**src/mrs_regs.svh**
```systemverilog
// constants for the serial slave frame handler
`ifndef MRS_REGS_SVH
`define MRS_REGS_SVH

`define MRS_CRC_INIT     16'hFFFF
`define MRS_CRC_POLY     16'hA001
`define MRS_CRC_RESIDUE  16'h0000
`define MRS_CRC_STEPS    8

`define MRS_FN_READ      8'h03
`define MRS_FN_WRITE     8'h10
`define MRS_EXC_FLAG     8'h80
`define MRS_EXC_FUNC     8'h81
`define MRS_EXC_ADDR     8'h82
`define MRS_EXC_VALUE    8'h83

`define MRS_MEAS_BASE    16'h0048
`define MRS_MEAS_COUNT   14
`define MRS_MEAS_END     17'h00056
`define MRS_CLR_BASE     16'h000C
`define MRS_CLR_END      17'h0000E

`define MRS_IDX_ADDR     9'h000
`define MRS_IDX_FUNC     9'h001
`define MRS_IDX_START_HI 9'h002
`define MRS_IDX_START_LO 9'h003
`define MRS_IDX_QTY_HI   9'h004
`define MRS_IDX_QTY_LO   9'h005
`define MRS_IDX_BCNT     9'h006
`define MRS_IDX_DATA     9'h007
`define MRS_IDX_MAX      9'h1FF
`define MRS_READ_LEN     9'h008
`define MRS_WRITE_OVH    9'h009
`define MRS_MIN_LEN      9'h004

`define MRS_RD_HDR       8'h03
`define MRS_EXC_BODY     8'h03
`define MRS_ECHO_BODY    8'h06
`define MRS_POS_ADDR     8'h00
`define MRS_POS_FUNC     8'h01
`define MRS_POS_2        8'h02
`define MRS_POS_3        8'h03
`define MRS_POS_4        8'h04

`define MRS_CLK_HZ       25000000
`define MRS_BAUD         4800
`define MRS_CHAR_BITS    11
`define MRS_GAP_HALF_CHARS 7

`endif

```
**src/mrs_pkg.sv**
```systemverilog
// types for the serial slave frame handler
`default_nettype none
package mrs_pkg;
  typedef enum logic [1:0] {
    ST_IDLE,
    ST_FETCH,
    ST_LOAD,
    ST_SEND
  } mrs_state_t;

  typedef enum logic [1:0] {
    KIND_READ,
    KIND_WRITE,
    KIND_EXC
  } mrs_kind_t;
endpackage
`default_nettype wire

```
**src/mrs_word_mem.sv**
```systemverilog
// measurement word store with registered read data
`timescale 1ns/1ps
`default_nettype none
module mrs_word_mem #(
  parameter int WIDTH = 16,
  parameter int DEPTH = 14,
  parameter int AW    = 4
) (
  input  wire logic             core_clk, // system clock
  input  wire logic             rst,      // sync reset, high
  input  wire logic             wr_en,    // write strobe
  input  wire logic [AW-1:0]    wr_addr,  // write word index
  input  wire logic [WIDTH-1:0] wr_data,  // write word
  input  wire logic [AW-1:0]    rd_addr,  // read word index
  output logic      [WIDTH-1:0] rd_data   // word one cycle later
);
  logic [WIDTH-1:0] mem [DEPTH];

  always_ff @(posedge core_clk) begin
    if (wr_en && wr_addr < AW'(DEPTH)) begin
      mem[wr_addr] <= wr_data;
    end
  end

  // out-of-range index reads zero rather than an undefined word
  always_ff @(posedge core_clk) begin
    if (rst) begin
      rd_data <= '0;
    end else if (rd_addr < AW'(DEPTH)) begin
      rd_data <= mem[rd_addr];
    end else begin
      rd_data <= '0;
    end
  end
endmodule
`default_nettype wire

```
**src/mrs_frame_handler.sv**
```systemverilog
// serial slave frame handler: crc, read/write commands, exceptions
// Behaviour
// - frames carry a 16-bit crc; receiver recomputes it, mismatch is error
// - crc accumulator starts at all ones before the first byte
// - each byte is xored into the accumulator low byte only
// - shift right with zero in; xor 0xA001 when a one fell out
// - exactly eight shift steps per byte; final accumulator is the crc
// - crc low byte goes out first, then high byte
// - frame is address, function, data, crc in that order
// - frames for other addresses are ignored, never answered
// - read 0x03 answers address, 0x03, byte count, data, crc
// - write 0x10 answers address, 0x10, start, count, crc
// - registers are 16-bit words, high byte first both ways
// - rejected request answers address, function with top bit, code, crc
// - unsupported function code answers exception code 81
// - register location out of range answers exception code 82
// - out-of-range written value answers code 83 and is not applied
// - one read of fourteen registers from 0x0048 is answered whole
// - writing zeros to two registers at 0x000C clears energy, echoed
`include "mrs_regs.svh"
`timescale 1ns/1ps
`default_nettype none
module mrs_frame_handler #(
  parameter int GAP_CYCLES = (`MRS_GAP_HALF_CHARS * `MRS_CHAR_BITS
                              * `MRS_CLK_HZ + 2 * `MRS_BAUD - 1)
                             / (2 * `MRS_BAUD),
  parameter int MEAS_AW    = 4
) (
  input  wire logic               core_clk,     // 25 MHz clock
  input  wire logic               rst,          // sync reset, high
  input  wire logic [7:0]         rx_data,      // received byte
  input  wire logic               rx_valid,     // byte strobe
  input  wire logic [7:0]         slave_addr,   // own address
  input  wire logic               tx_ready,     // transmitter takes byte
  input  wire logic               meas_we,      // measurement word write
  input  wire logic [MEAS_AW-1:0] meas_addr,    // index from 0x0048
  input  wire logic [15:0]        meas_data,    // measurement word
  output logic      [7:0]         tx_data,      // byte to send
  output logic                    tx_valid,     // byte offered
  output logic                    busy,         // reply in progress
  output logic                    energy_clear, // clear pulse
  output logic                    frame_drop    // bad frame pulse
);
  localparam int GW = $clog2(GAP_CYCLES + 1);

  function automatic logic [15:0] crc_byte(input logic [15:0] c,
                                           input logic [7:0]  b);
    logic [15:0] r;
    r = {c[15:8], c[7:0] ^ b};
    for (int i = 0; i < `MRS_CRC_STEPS; i++) begin
      if (r[0]) begin
        r = {1'b0, r[15:1]} ^ `MRS_CRC_POLY;
      end else begin
        r = {1'b0, r[15:1]};
      end
    end
    return r;
  endfunction

  // receive side
  logic [8:0]    rx_cnt;
  logic [15:0]   rx_crc;
  logic [7:0]    rx_addr;
  logic [7:0]    rx_func;
  logic [15:0]   rx_start;
  logic [15:0]   rx_qty;
  logic [7:0]    rx_bcnt;
  logic          rx_nz;
  logic [GW-1:0] gap_cnt;

  wire [15:0] crc_seed    = (rx_cnt == `MRS_IDX_ADDR) ? `MRS_CRC_INIT
                                                      : rx_crc;
  wire [15:0] next_rx_crc = crc_byte(crc_seed, rx_data);
  wire        gap_full    = gap_cnt == GW'(GAP_CYCLES - 1);
  wire        gap_done    = gap_full && !rx_valid;
  wire        frame_end   = gap_done && rx_cnt != `MRS_IDX_ADDR;
  wire [8:0]  data_stop   = `MRS_IDX_DATA + {1'b0, rx_bcnt};
  wire        in_data     = rx_cnt >= `MRS_IDX_DATA && rx_cnt < data_stop;

  always_ff @(posedge core_clk) begin
    if (rst) begin
      gap_cnt <= '0;
    end else if (rx_valid) begin
      gap_cnt <= '0;
    end else if (!gap_full) begin
      gap_cnt <= gap_cnt + GW'(1);
    end
  end

  always_ff @(posedge core_clk) begin
    if (rst) begin
      rx_cnt <= '0;
      rx_crc <= `MRS_CRC_INIT;
    end else if (rx_valid) begin
      rx_crc <= next_rx_crc;
      if (rx_cnt != `MRS_IDX_MAX) begin
        rx_cnt <= rx_cnt + 9'h001;
      end
    end else if (gap_done) begin
      rx_cnt <= '0;
    end
  end

  // header fields land by position in the frame
  always_ff @(posedge core_clk) begin
    if (rst) begin
      rx_addr  <= '0;
      rx_func  <= '0;
      rx_start <= '0;
      rx_qty   <= '0;
      rx_bcnt  <= '0;
      rx_nz    <= 1'b0;
    end else if (rx_valid) begin
      unique case (rx_cnt)
        `MRS_IDX_ADDR:     rx_addr <= rx_data;
        `MRS_IDX_FUNC:     rx_func <= rx_data;
        `MRS_IDX_START_HI: rx_start[15:8] <= rx_data;
        `MRS_IDX_START_LO: rx_start[7:0] <= rx_data;
        `MRS_IDX_QTY_HI:   rx_qty[15:8] <= rx_data;
        `MRS_IDX_QTY_LO:   rx_qty[7:0] <= rx_data;
        `MRS_IDX_BCNT:     rx_bcnt <= rx_data;
        default:           ;
      endcase
      if (rx_cnt == `MRS_IDX_ADDR) begin
        rx_nz <= 1'b0;
      end else if (in_data && rx_data != 8'h00) begin
        rx_nz <= 1'b1;
      end
    end
  end

  // frame evaluation at the end of the idle gap
  wire        crc_ok   = rx_crc == `MRS_CRC_RESIDUE;
  wire        for_me   = rx_addr == slave_addr;
  wire        is_read  = rx_func == `MRS_FN_READ;
  wire        is_write = rx_func == `MRS_FN_WRITE;
  wire        len_ok   = is_read  ? rx_cnt == `MRS_READ_LEN :
                         is_write ? rx_cnt == `MRS_WRITE_OVH
                                             + {1'b0, rx_bcnt} :
                         rx_cnt >= `MRS_MIN_LEN;
  wire        good     = crc_ok && len_ok;
  wire        accept   = frame_end && good && for_me && !busy;
  wire [16:0] rx_end   = {1'b0, rx_start} + {1'b0, rx_qty};
  wire        rd_ok    = rx_qty != 16'h0000
                         && rx_start >= `MRS_MEAS_BASE
                         && rx_end <= `MRS_MEAS_END;
  wire        wr_ok    = rx_qty != 16'h0000
                         && rx_start >= `MRS_CLR_BASE
                         && rx_end <= `MRS_CLR_END;
  wire        bcnt_ok  = rx_bcnt == {rx_qty[6:0], 1'b0};
  wire        addr_bad = is_read ? !rd_ok : !wr_ok;
  wire        is_exc   = !(is_read ? rd_ok :
                           is_write ? wr_ok && bcnt_ok && !rx_nz :
                           1'b0);
  wire [7:0]  exc_code = !(is_read || is_write) ? `MRS_EXC_FUNC :
                         addr_bad ? `MRS_EXC_ADDR :
                         `MRS_EXC_VALUE;
  wire        do_clear = accept && is_write && !is_exc;
  wire [7:0]  rd_body  = `MRS_RD_HDR + {rx_qty[6:0], 1'b0};
  wire [7:0]  body_len = is_exc ? `MRS_EXC_BODY :
                         is_read ? rd_body : `MRS_ECHO_BODY;
  wire mrs_pkg::mrs_kind_t kind_in = is_exc ? mrs_pkg::KIND_EXC :
                                     is_read ? mrs_pkg::KIND_READ :
                                     mrs_pkg::KIND_WRITE;

  // transmit side
  mrs_pkg::mrs_state_t state;
  mrs_pkg::mrs_kind_t  tx_kind;
  logic [7:0]          tx_addr;
  logic [7:0]          tx_func;
  logic [7:0]          tx_code;
  logic [15:0]         tx_start;
  logic [15:0]         tx_qty;
  logic [7:0]          tx_pos;
  logic [7:0]          tx_len;
  logic [15:0]         tx_crc;
  logic [15:0]         mem_q;

  wire [7:0]  word_off = tx_pos - `MRS_RD_HDR;
  wire [15:0] rd_idx   = tx_start - `MRS_MEAS_BASE
                         + {9'h000, word_off[7:1]};
  wire [7:0]  data_b   = word_off[0] ? mem_q[7:0] : mem_q[15:8];
  wire [7:0]  func_out = (tx_kind == mrs_pkg::KIND_EXC)
                         ? (tx_func | `MRS_EXC_FLAG) : tx_func;
  wire [7:0]  echo_b   = tx_pos == `MRS_POS_2 ? tx_start[15:8] :
                         tx_pos == `MRS_POS_3 ? tx_start[7:0] :
                         tx_pos == `MRS_POS_4 ? tx_qty[15:8] :
                         tx_qty[7:0];
  wire [7:0]  read_b   = tx_pos == `MRS_POS_2 ? {tx_qty[6:0], 1'b0}
                                              : data_b;
  wire [7:0]  kind_b   = tx_kind == mrs_pkg::KIND_READ  ? read_b :
                         tx_kind == mrs_pkg::KIND_WRITE ? echo_b :
                         tx_code;
  wire [7:0]  body_b   = tx_pos == `MRS_POS_ADDR ? tx_addr :
                         tx_pos == `MRS_POS_FUNC ? func_out : kind_b;
  wire        in_body  = tx_pos < tx_len;
  wire [7:0]  crc_b    = tx_pos == tx_len ? tx_crc[7:0]
                                          : tx_crc[15:8];
  wire [7:0]  cur_byte = in_body ? body_b : crc_b;
  wire        last     = tx_pos == tx_len + 8'h01;
  wire        handshake = state == mrs_pkg::ST_SEND && tx_ready;

  mrs_word_mem #(
    .WIDTH (16),
    .DEPTH (`MRS_MEAS_COUNT),
    .AW    (MEAS_AW)
  ) u_mem (
    .core_clk (core_clk),
    .rst      (rst),
    .wr_en    (meas_we),
    .wr_addr  (meas_addr),
    .wr_data  (meas_data),
    .rd_addr  (rd_idx[MEAS_AW-1:0]),
    .rd_data  (mem_q)
  );

  // request fields are copied so a new frame cannot disturb the reply
  always_ff @(posedge core_clk) begin
    if (rst) begin
      tx_kind  <= mrs_pkg::KIND_EXC;
      tx_addr  <= '0;
      tx_func  <= '0;
      tx_code  <= '0;
      tx_start <= '0;
      tx_qty   <= '0;
      tx_len   <= '0;
    end else if (accept) begin
      tx_kind  <= kind_in;
      tx_addr  <= rx_addr;
      tx_func  <= rx_func;
      tx_code  <= exc_code;
      tx_start <= rx_start;
      tx_qty   <= rx_qty;
      tx_len   <= body_len;
    end
  end

  // fetch cycle gives the word store one edge to present its data
  always_ff @(posedge core_clk) begin
    if (rst) begin
      state    <= mrs_pkg::ST_IDLE;
      busy     <= 1'b0;
      tx_pos   <= '0;
      tx_crc   <= `MRS_CRC_INIT;
      tx_data  <= '0;
      tx_valid <= 1'b0;
    end else begin
      unique case (state)
        mrs_pkg::ST_IDLE: begin
          if (accept) begin
            state  <= mrs_pkg::ST_FETCH;
            busy   <= 1'b1;
            tx_pos <= '0;
            tx_crc <= `MRS_CRC_INIT;
          end
        end
        mrs_pkg::ST_FETCH: state <= mrs_pkg::ST_LOAD;
        mrs_pkg::ST_LOAD: begin
          tx_data  <= cur_byte;
          tx_valid <= 1'b1;
          state    <= mrs_pkg::ST_SEND;
        end
        mrs_pkg::ST_SEND: begin
          if (handshake) begin
            tx_valid <= 1'b0;
            if (in_body) begin
              tx_crc <= crc_byte(tx_crc, tx_data);
            end
            if (last) begin
              state <= mrs_pkg::ST_IDLE;
              busy  <= 1'b0;
            end else begin
              tx_pos <= tx_pos + 8'h01;
              state  <= mrs_pkg::ST_FETCH;
            end
          end
        end
      endcase
    end
  end

  always_ff @(posedge core_clk) begin
    if (rst) begin
      energy_clear <= 1'b0;
      frame_drop   <= 1'b0;
    end else begin
      energy_clear <= do_clear;
      frame_drop   <= frame_end && !good;
    end
  end
endmodule
`default_nettype wire

```
**config.mk**
```make
export PLATFORM = sky130hd
export DESIGN_NAME = mrs_frame_handler
export DESIGN_NICKNAME = d
export VERILOG_FILES = /design/src/mrs_pkg.sv /design/src/mrs_word_mem.sv /design/src/mrs_frame_handler.sv
export VERILOG_INCLUDE_DIRS = /design/src
export SDC_FILE = /design/constraint.sdc
export NUM_CORES = 1
export LEC_CHECK = 0
export ABC_AREA = 1
export BUFFER_PORTS_ARGS = -buffer_cell sky130_fd_sc_hd__buf_4
export CAP_MARGIN = 40
export CORE_ASPECT_RATIO = 0.8
export CORE_MARGIN = 2
export CORE_UTILIZATION = 57
export DETAILED_ROUTE_END_ITERATION = 8
export PLACE_DENSITY = 0.79
export SLEW_MARGIN = 20
export SYNTH_ARGS = -nofsm -noshare
export SYNTH_HDL_FRONTEND = slang
export SYNTH_SLANG_ARGS = --single-unit
```
**constraint.sdc**
```tcl
create_clock -name core_clk -period 2.9 [get_ports core_clk]
set_clock_uncertainty 0.15 [all_clocks]
set_input_delay 0.58 -clock core_clk [delete_from_list [all_inputs] [get_ports core_clk]]
set_output_delay 0.58 -clock core_clk [all_outputs]
set_load 0.05 [all_outputs]
```
* Yosys cells after proc, flatten, opt, wreduce, memory -nomap -nowiden
Memory sizes are Yosys's and may differ from the RTL's. A register that Yosys moved wholly into a read port is not among the register bits.
Cells that the tools add are included.
** Cells by class
- Equal/unequal tests :: 31
- Mux-type cells :: 93
- Magnitude comparators :: 10
- Add/subtract/negate cells :: 11
- Reductions and logical operators :: 54
- Bitwise logic cells :: 19
** Operators by type and width (number)
- 2-to-1 mux 16 bit :: 48
- 2-to-1 mux 8 bit :: 17
- NOT 2 -> 3 bit :: 16
- == test 8 bit :: 4
- case mux 16 bit (2 select lines) :: 1
- == test 9 x 3 -> 1 bit, second input constant :: 3
- 2-to-1 mux 9 bit :: 3
- == test 8 x 2 -> 1 bit, second input constant :: 3
- AND reduction 2 bit :: 11
- logical AND 1 bit :: 19
- adder 18 x 1 -> 18 bit, second input constant :: 1
- == test 18 bit, second input constant :: 1
- == test 9 x 2 -> 1 bit, second input constant :: 2
- >= comparator 9 x 3 -> 1 bit, second input constant :: 2
- adder 16 x 16 -> 17 bit :: 1
- less-or-equal comparator 17 x 4 -> 1 bit, second input constant :: 1
- less-or-equal comparator 17 x 7 -> 1 bit, second input constant :: 1
- adder 8 x 1 -> 8 bit, second input constant :: 2
- >= comparator 16 x 4 -> 1 bit, second input constant :: 1
- >= comparator 16 x 7 -> 1 bit, second input constant :: 1
- zero test 16 bit :: 1
- 2-to-1 mux 1 bit :: 16
- case mux 8 bit (2 select lines) :: 1
- nonzero test 16 bit :: 1
- 36 further kinds :: 61
** Storage, ports and cells
- Input port bits :: 41
- Logic and storage cells :: 245
- Output and inout bits :: 12
- Memories kept :: 1
- Bits in writable memories :: 224
- Register bits :: 204
** Memory list
- u_mem.mem :: words 14, bits a word 16, read ports 1, clocked after memory_dff 1, write ports 1, line mrs_word_mem.sv:17 : logic [WIDTH-1:0] mem [DEPTH];

* Longest topological paths before layout
- Depth after elaboration :: 48
- Gate-level depth with buffers :: 21
- Depth with buffers taken out :: 21

* By module
A second synthesis with hierarchy kept.
** Unflattened totals
- Cell total of the unflattened synthesis :: 2543
- Area total of the unflattened synthesis :: 21466.8 µm²
** By module, submodules not included
- mrs_frame_handler :: cells an instance 1649, seq. area each 3983.8 µm², area an instance 11674.9 µm², times used 1
- mrs_word_mem :: cells an instance 894, seq. area each 7046.8 µm², area an instance 9791.9 µm², times used 1

* Least setup slack after synthesis
Ideal clock, no wire load.
- Path type :: register to register
- From :: register tx_pos[0]
- To :: register u_mem.rd_data[4] (read register of u_mem.mem)
- Setup time :: 0.142 ns
- Buffers on the path :: 2
- Arrival :: 2.653 ns
- Required time :: 2.608 ns
- Cell stages (with the launch flop) :: 13
- Clock period less this slack :: 2.945 ns
- Path slack :: -0.045 ns
- Path through :: dfxtp_1 > clkbuf_1 > a21oi_1 > xor2_1 > ha_1 > inv_1 > fa_1 > xnor2_1 > or2_2 > nand2_2 > o31ai_2 > buf_2 > a311oi_1
** On the way
- Cells in the longest elaborated chain, start to end :: 5
** Ends and longest elaborated chain
- start, declared :: line mrs_frame_handler.sv:174 : logic [7:0] tx_pos;
- start signal, assigned :: line mrs_frame_handler.sv:273 : tx_pos <= tx_pos + 8'h01;
- subtractor 5 x 2 -> 5 bit (no line) (*)
- adder 4 bit (*) :: line mrs_frame_handler.sv:180 : wire [15:0] rd_idx = tx_start - `MRS_MEAS_BASE
- less-than comparator 4 bit :: line mrs_word_mem.sv:29 : end else if (rd_addr < AW'(DEPTH)) begin
- NOT 1 bit (no line)
- OR reduction 2 bit (no line)
- end, declared :: line mrs_word_mem.sv:15 : output logic [WIDTH-1:0] rd_data
Every way passes the cells marked *; elsewhere a longest branch is shown, timed or not.
A chain may end at the register's enable or synchronous reset.

* Worst setup path after layout
- From :: register tx_pos[0]
- To :: register u_mem.rd_data[11] (read register of u_mem.mem)
The elaborated chain is that of the path after synthesis.

==> metrics.md <==
| Metric | Value |
|---|---|
| Mapped Cells | 2528 |
| Grt ovf | 0 |
| Final worst setup slack | -0.0134 ns |
| Number of flops mapped to enable cells by yosys | 224 |
| Total track usage | 29.3% |
| Mapped Nets | 2628 |
| Setup TNS | -0.0245 ns |
| GR Util met3 | 4.48% |
| Total number of vias | 18977 |
| Post-layout minimum cycle time | 2.91 ns |
| Post-route cell area | 25100 um2 |
| Fillers | 2858 |
| Placed insts | 3063 |
| Core Footprint | 37200 um2 |
| Failing checks | setup timing |
| Worst-path fanout max | 8 |
| Maximum clock rate | 343 MHz |
| PD cells | 517 nW/um2 |
| Met2 Resource Use GR | 45.2% |
| PnR Total Power | 13.0 mW |
| CP required | 3.27 ns |
| Pin count of the biggest net entering global routing | 86 |
| CP Data Arrival Time | 3.28 ns |
| Area leader, netlist | edfxtp_1 |
| Hpwl dp | 40.7 mm |
| NetSw | 2.98 mW |
| Vias in the first global route | 17325 |
| CTS Root Cell | clkbuf_16 |
| Starting Density | 58.0% |
| Finish-stage setup viols | 2 |
| Synth top cells by count | 443 x nand2_1, 312 x nor2_1, 238 x o21ai_0, 224 x edfxtp_1, 218 x inv_1 |
| Horiz. Die Dim | 221 um |
| Ys Warns | 0 |
| PortBufs | 52 |
| Fin nets | 2756 |
| Die height | 178 um |
| Ys async rst share | 0% |
| Mean cell area of the mapped netlist | 8.53 um2 |
| DRC errors left | 0 |
| Top cells by area, synth | edfxtp_1 31%, dfxtp_1 20%, nand2_1 7.7%, o21ai_0 5.5%, nor2_1 5.4% |
| Initial antenna violation count | 0 |
| Multi-input gate area | 9320 um2 |
| WL/cell | 19.1 um |
| Share of the synthesized area in the top cell type | 31.2% |
| Run status | complete, but fails checks |
| CTS tree | built |
| Share of power burned in combinational logic | 4.9% |
| RSZ-0062 raised after global routing | true |
| Layout cells sized above 1 | 14.7% |
| Final critical-path share of the clock period | 100% |
| Final wirelength | 60.5 mm |
| Worst slew pin tran | 0.654 ns |
| Setup crit end kind | flop |
| Setup slack, reg-to-reg | -0.01 ns |
| Post-synthesis cell area | 21600 um2 |
| Hold Vio Cnt, Final | 0 |
| 1st-iter DRT viols | 2243 |
| Post-DRT Antenna Nets | 0 |
| Hold Buf Count CTS | 0 |
| Worst hold slack | 0.110 ns |
| Startpoint Class | flop |
| Worst-path clk slew | 0.06 ns |
| First-pass GRT wire length | 92.3 mm |
| Hold WC Path Type | in2reg |
| Die area | 39400 um2 |
| Storage cell area | 11000 um2 |
| Max clock buf depth | 3 |
| Most Crowded Layer GR | met2 |
| # diodes | 0 |
| Register share of total power | 51.7% |
| Drt pass-1 iters | 5 |
| Max-slew headroom | 56.4% |
| #FFs+latches synth | 439 |
| Finished Layout Cells | 3175 |
| H-Tree Level Count | 2 |
| Max Cap Violations | 0 |
| CTS Buf Count | 44 |
| Clock network power share | 43.4% |
| Via density | 5.98 |
| Area Growth Syn to Fin | 16.2% |
| Cell internal pwr | 9.97 mW |
| RD Place Congestion | 0.923 |
| FP Rows | 63 |
| Worst-Skew Late Latency | 0.59 ns |
| Post-synth cell types | 58 |
| GR Util met1 | 43.6% |
| Fraction of power spent switching nets | 23.0% |
| TritonCTS sink count | 439 |
| Leakage | 10.1 nW |
| Most numerous cell in the Yosys netlist | nand2_1 |
| Register area share after synthesis | 51.1% |
| IO Count | 53 |
| Placed instance area | 23100 um2 |
| Setup CP Type | reg2reg |
| Max-slew violation count | 0 |
| Primary FF master, synth | edfxtp_1 |
| VDD IR max | 0.489 mV |
worst max-delay path: stages (launching register included):
cell and delay (ns):
dfxtp_4 0.37, ha_4 0.15, xor2_2 0.18, inv_2 0.06
ha_4 0.28, ha_4 0.12, inv_2 0.03, fa_2 0.58
buf_12 0.12, clkinvlp_4 0.22, clkbuf_16 0.25, nand3_2 0.06
o211ai_1 0.09, a21oi_1 0.18
state kept, by name (all words and copies together) (netlist names), 9 cells and up:
signal         count
tx_qty            16
tx_crc            16
rx_cnt             9
gap_cnt           18
u_mem.mem        224
u_mem.rd_data     16
tx_start          16
rx_start          16
rx_qty            16
rx_crc            16
metal layers:
metal	wire length (um)	up-vias
met3	6390	104
met2	26900	1019
met4	1190	0
met1	26000	8950
li1	-	8904
met5	0	-
cells in the final DEF (no fill, tap or decap), types with 5 or more instances in the layout:
cell and instances:
edfxtp_1 224, clkbuf_1 11, inv_1 211, o31ai_1 6, o22ai_1 52, ha_1 51, dfxtp_2 7, inv_2 25
nand4_1 43, xor2_1 32, nor3_1 31, o211ai_1 25, mux2_2 8, a211oi_2 24, o21ai_1 10, clkinv_2 9
xnor2_1 18, nand3_2 15, nand2_4 5, buf_4 168, buf_12 15, nor2_1 309, nor4_1 7, nand2_1 442
o21ai_0 238, nor2_4 5, clkinv_1 15, nand2_2 7, o2111ai_1 10, nand3b_1 5, clkbuf_16 49, a21oi_1 197
nand3_1 120, ha_4 5, nor2_2 7, dfxtp_1 207
power by group through the flow:
stage	clock network, mW	registers [mW]	logic, mW
2_1_floorplan	0	6.81	0.344
3_3_place_gp	0	6.83	0.582
3_5_place_dp	0	6.83	0.601
4_1_cts	5.66	6.70	0.604
5_1_grt	5.89	6.71	0.691
6_report	5.62	6.70	0.632
path summary, 6_finish.rpt:
path | startpoint | to | cells after the start
hold / removal | meas_data[4] | u_mem.mem[8][4] | 1
setup / recovery | tx_pos[0] | u_mem.rd_data[11] | 13
setup reg to reg | tx_pos[0] | u_mem.rd_data[11] | 13
hold reg to reg | tx_func[2] | tx_func[2] | 2
through the flow:
step | utilization (%) | setup slack, ns
final | 67.4 | -0.0134
after global routing | 67.4 | -0.103
after CTS | 66.1 | 0.00597
after detailed placement | 62.0 | -0.217
after global placement | 62.0 | -0.0635
after floorplan | - | 0.0201
what timing repair did:
item,4_1_cts,5_1_grt
setup buffers,5,22
gates resized for setup,10,46
gates cloned,0,7
pin swaps,3,27
endpoints found under the setup margin,16,35
cell families (layout without fill, tap and decap cells):
| group | count (synthesis) | in the layout | synth area share, % |
|---|---|---|---|
| muxes | 8 | 8 | 0.418 |
| and+or+nand+nor | 1016 | 1016 | 20.2 |
| DFF | 439 | 439 | 51.1 |
| buffers and inverters | 360 | 520 | 6.74 |
| AOI/OAI and AO/OA | 595 | 595 | 15.9 |
| adders and majority gates | 59 | 59 | 3.49 |
| xor gates and xnor gates | 51 | 51 | 2.07 |
cell type report:
class                           instances  share of cell area (%)
Clock buffer                           59                    4.78
Clock inverter                         19                   0.933
Inverter                              251                    3.79
Multi-Input combinational cell       1729                    37.2
Sequential cell                       439                    44.0
Tap cell                              487                    2.43
Timing Repair Buffer                  191                    6.86
Power figures use the tool's default switching activity.
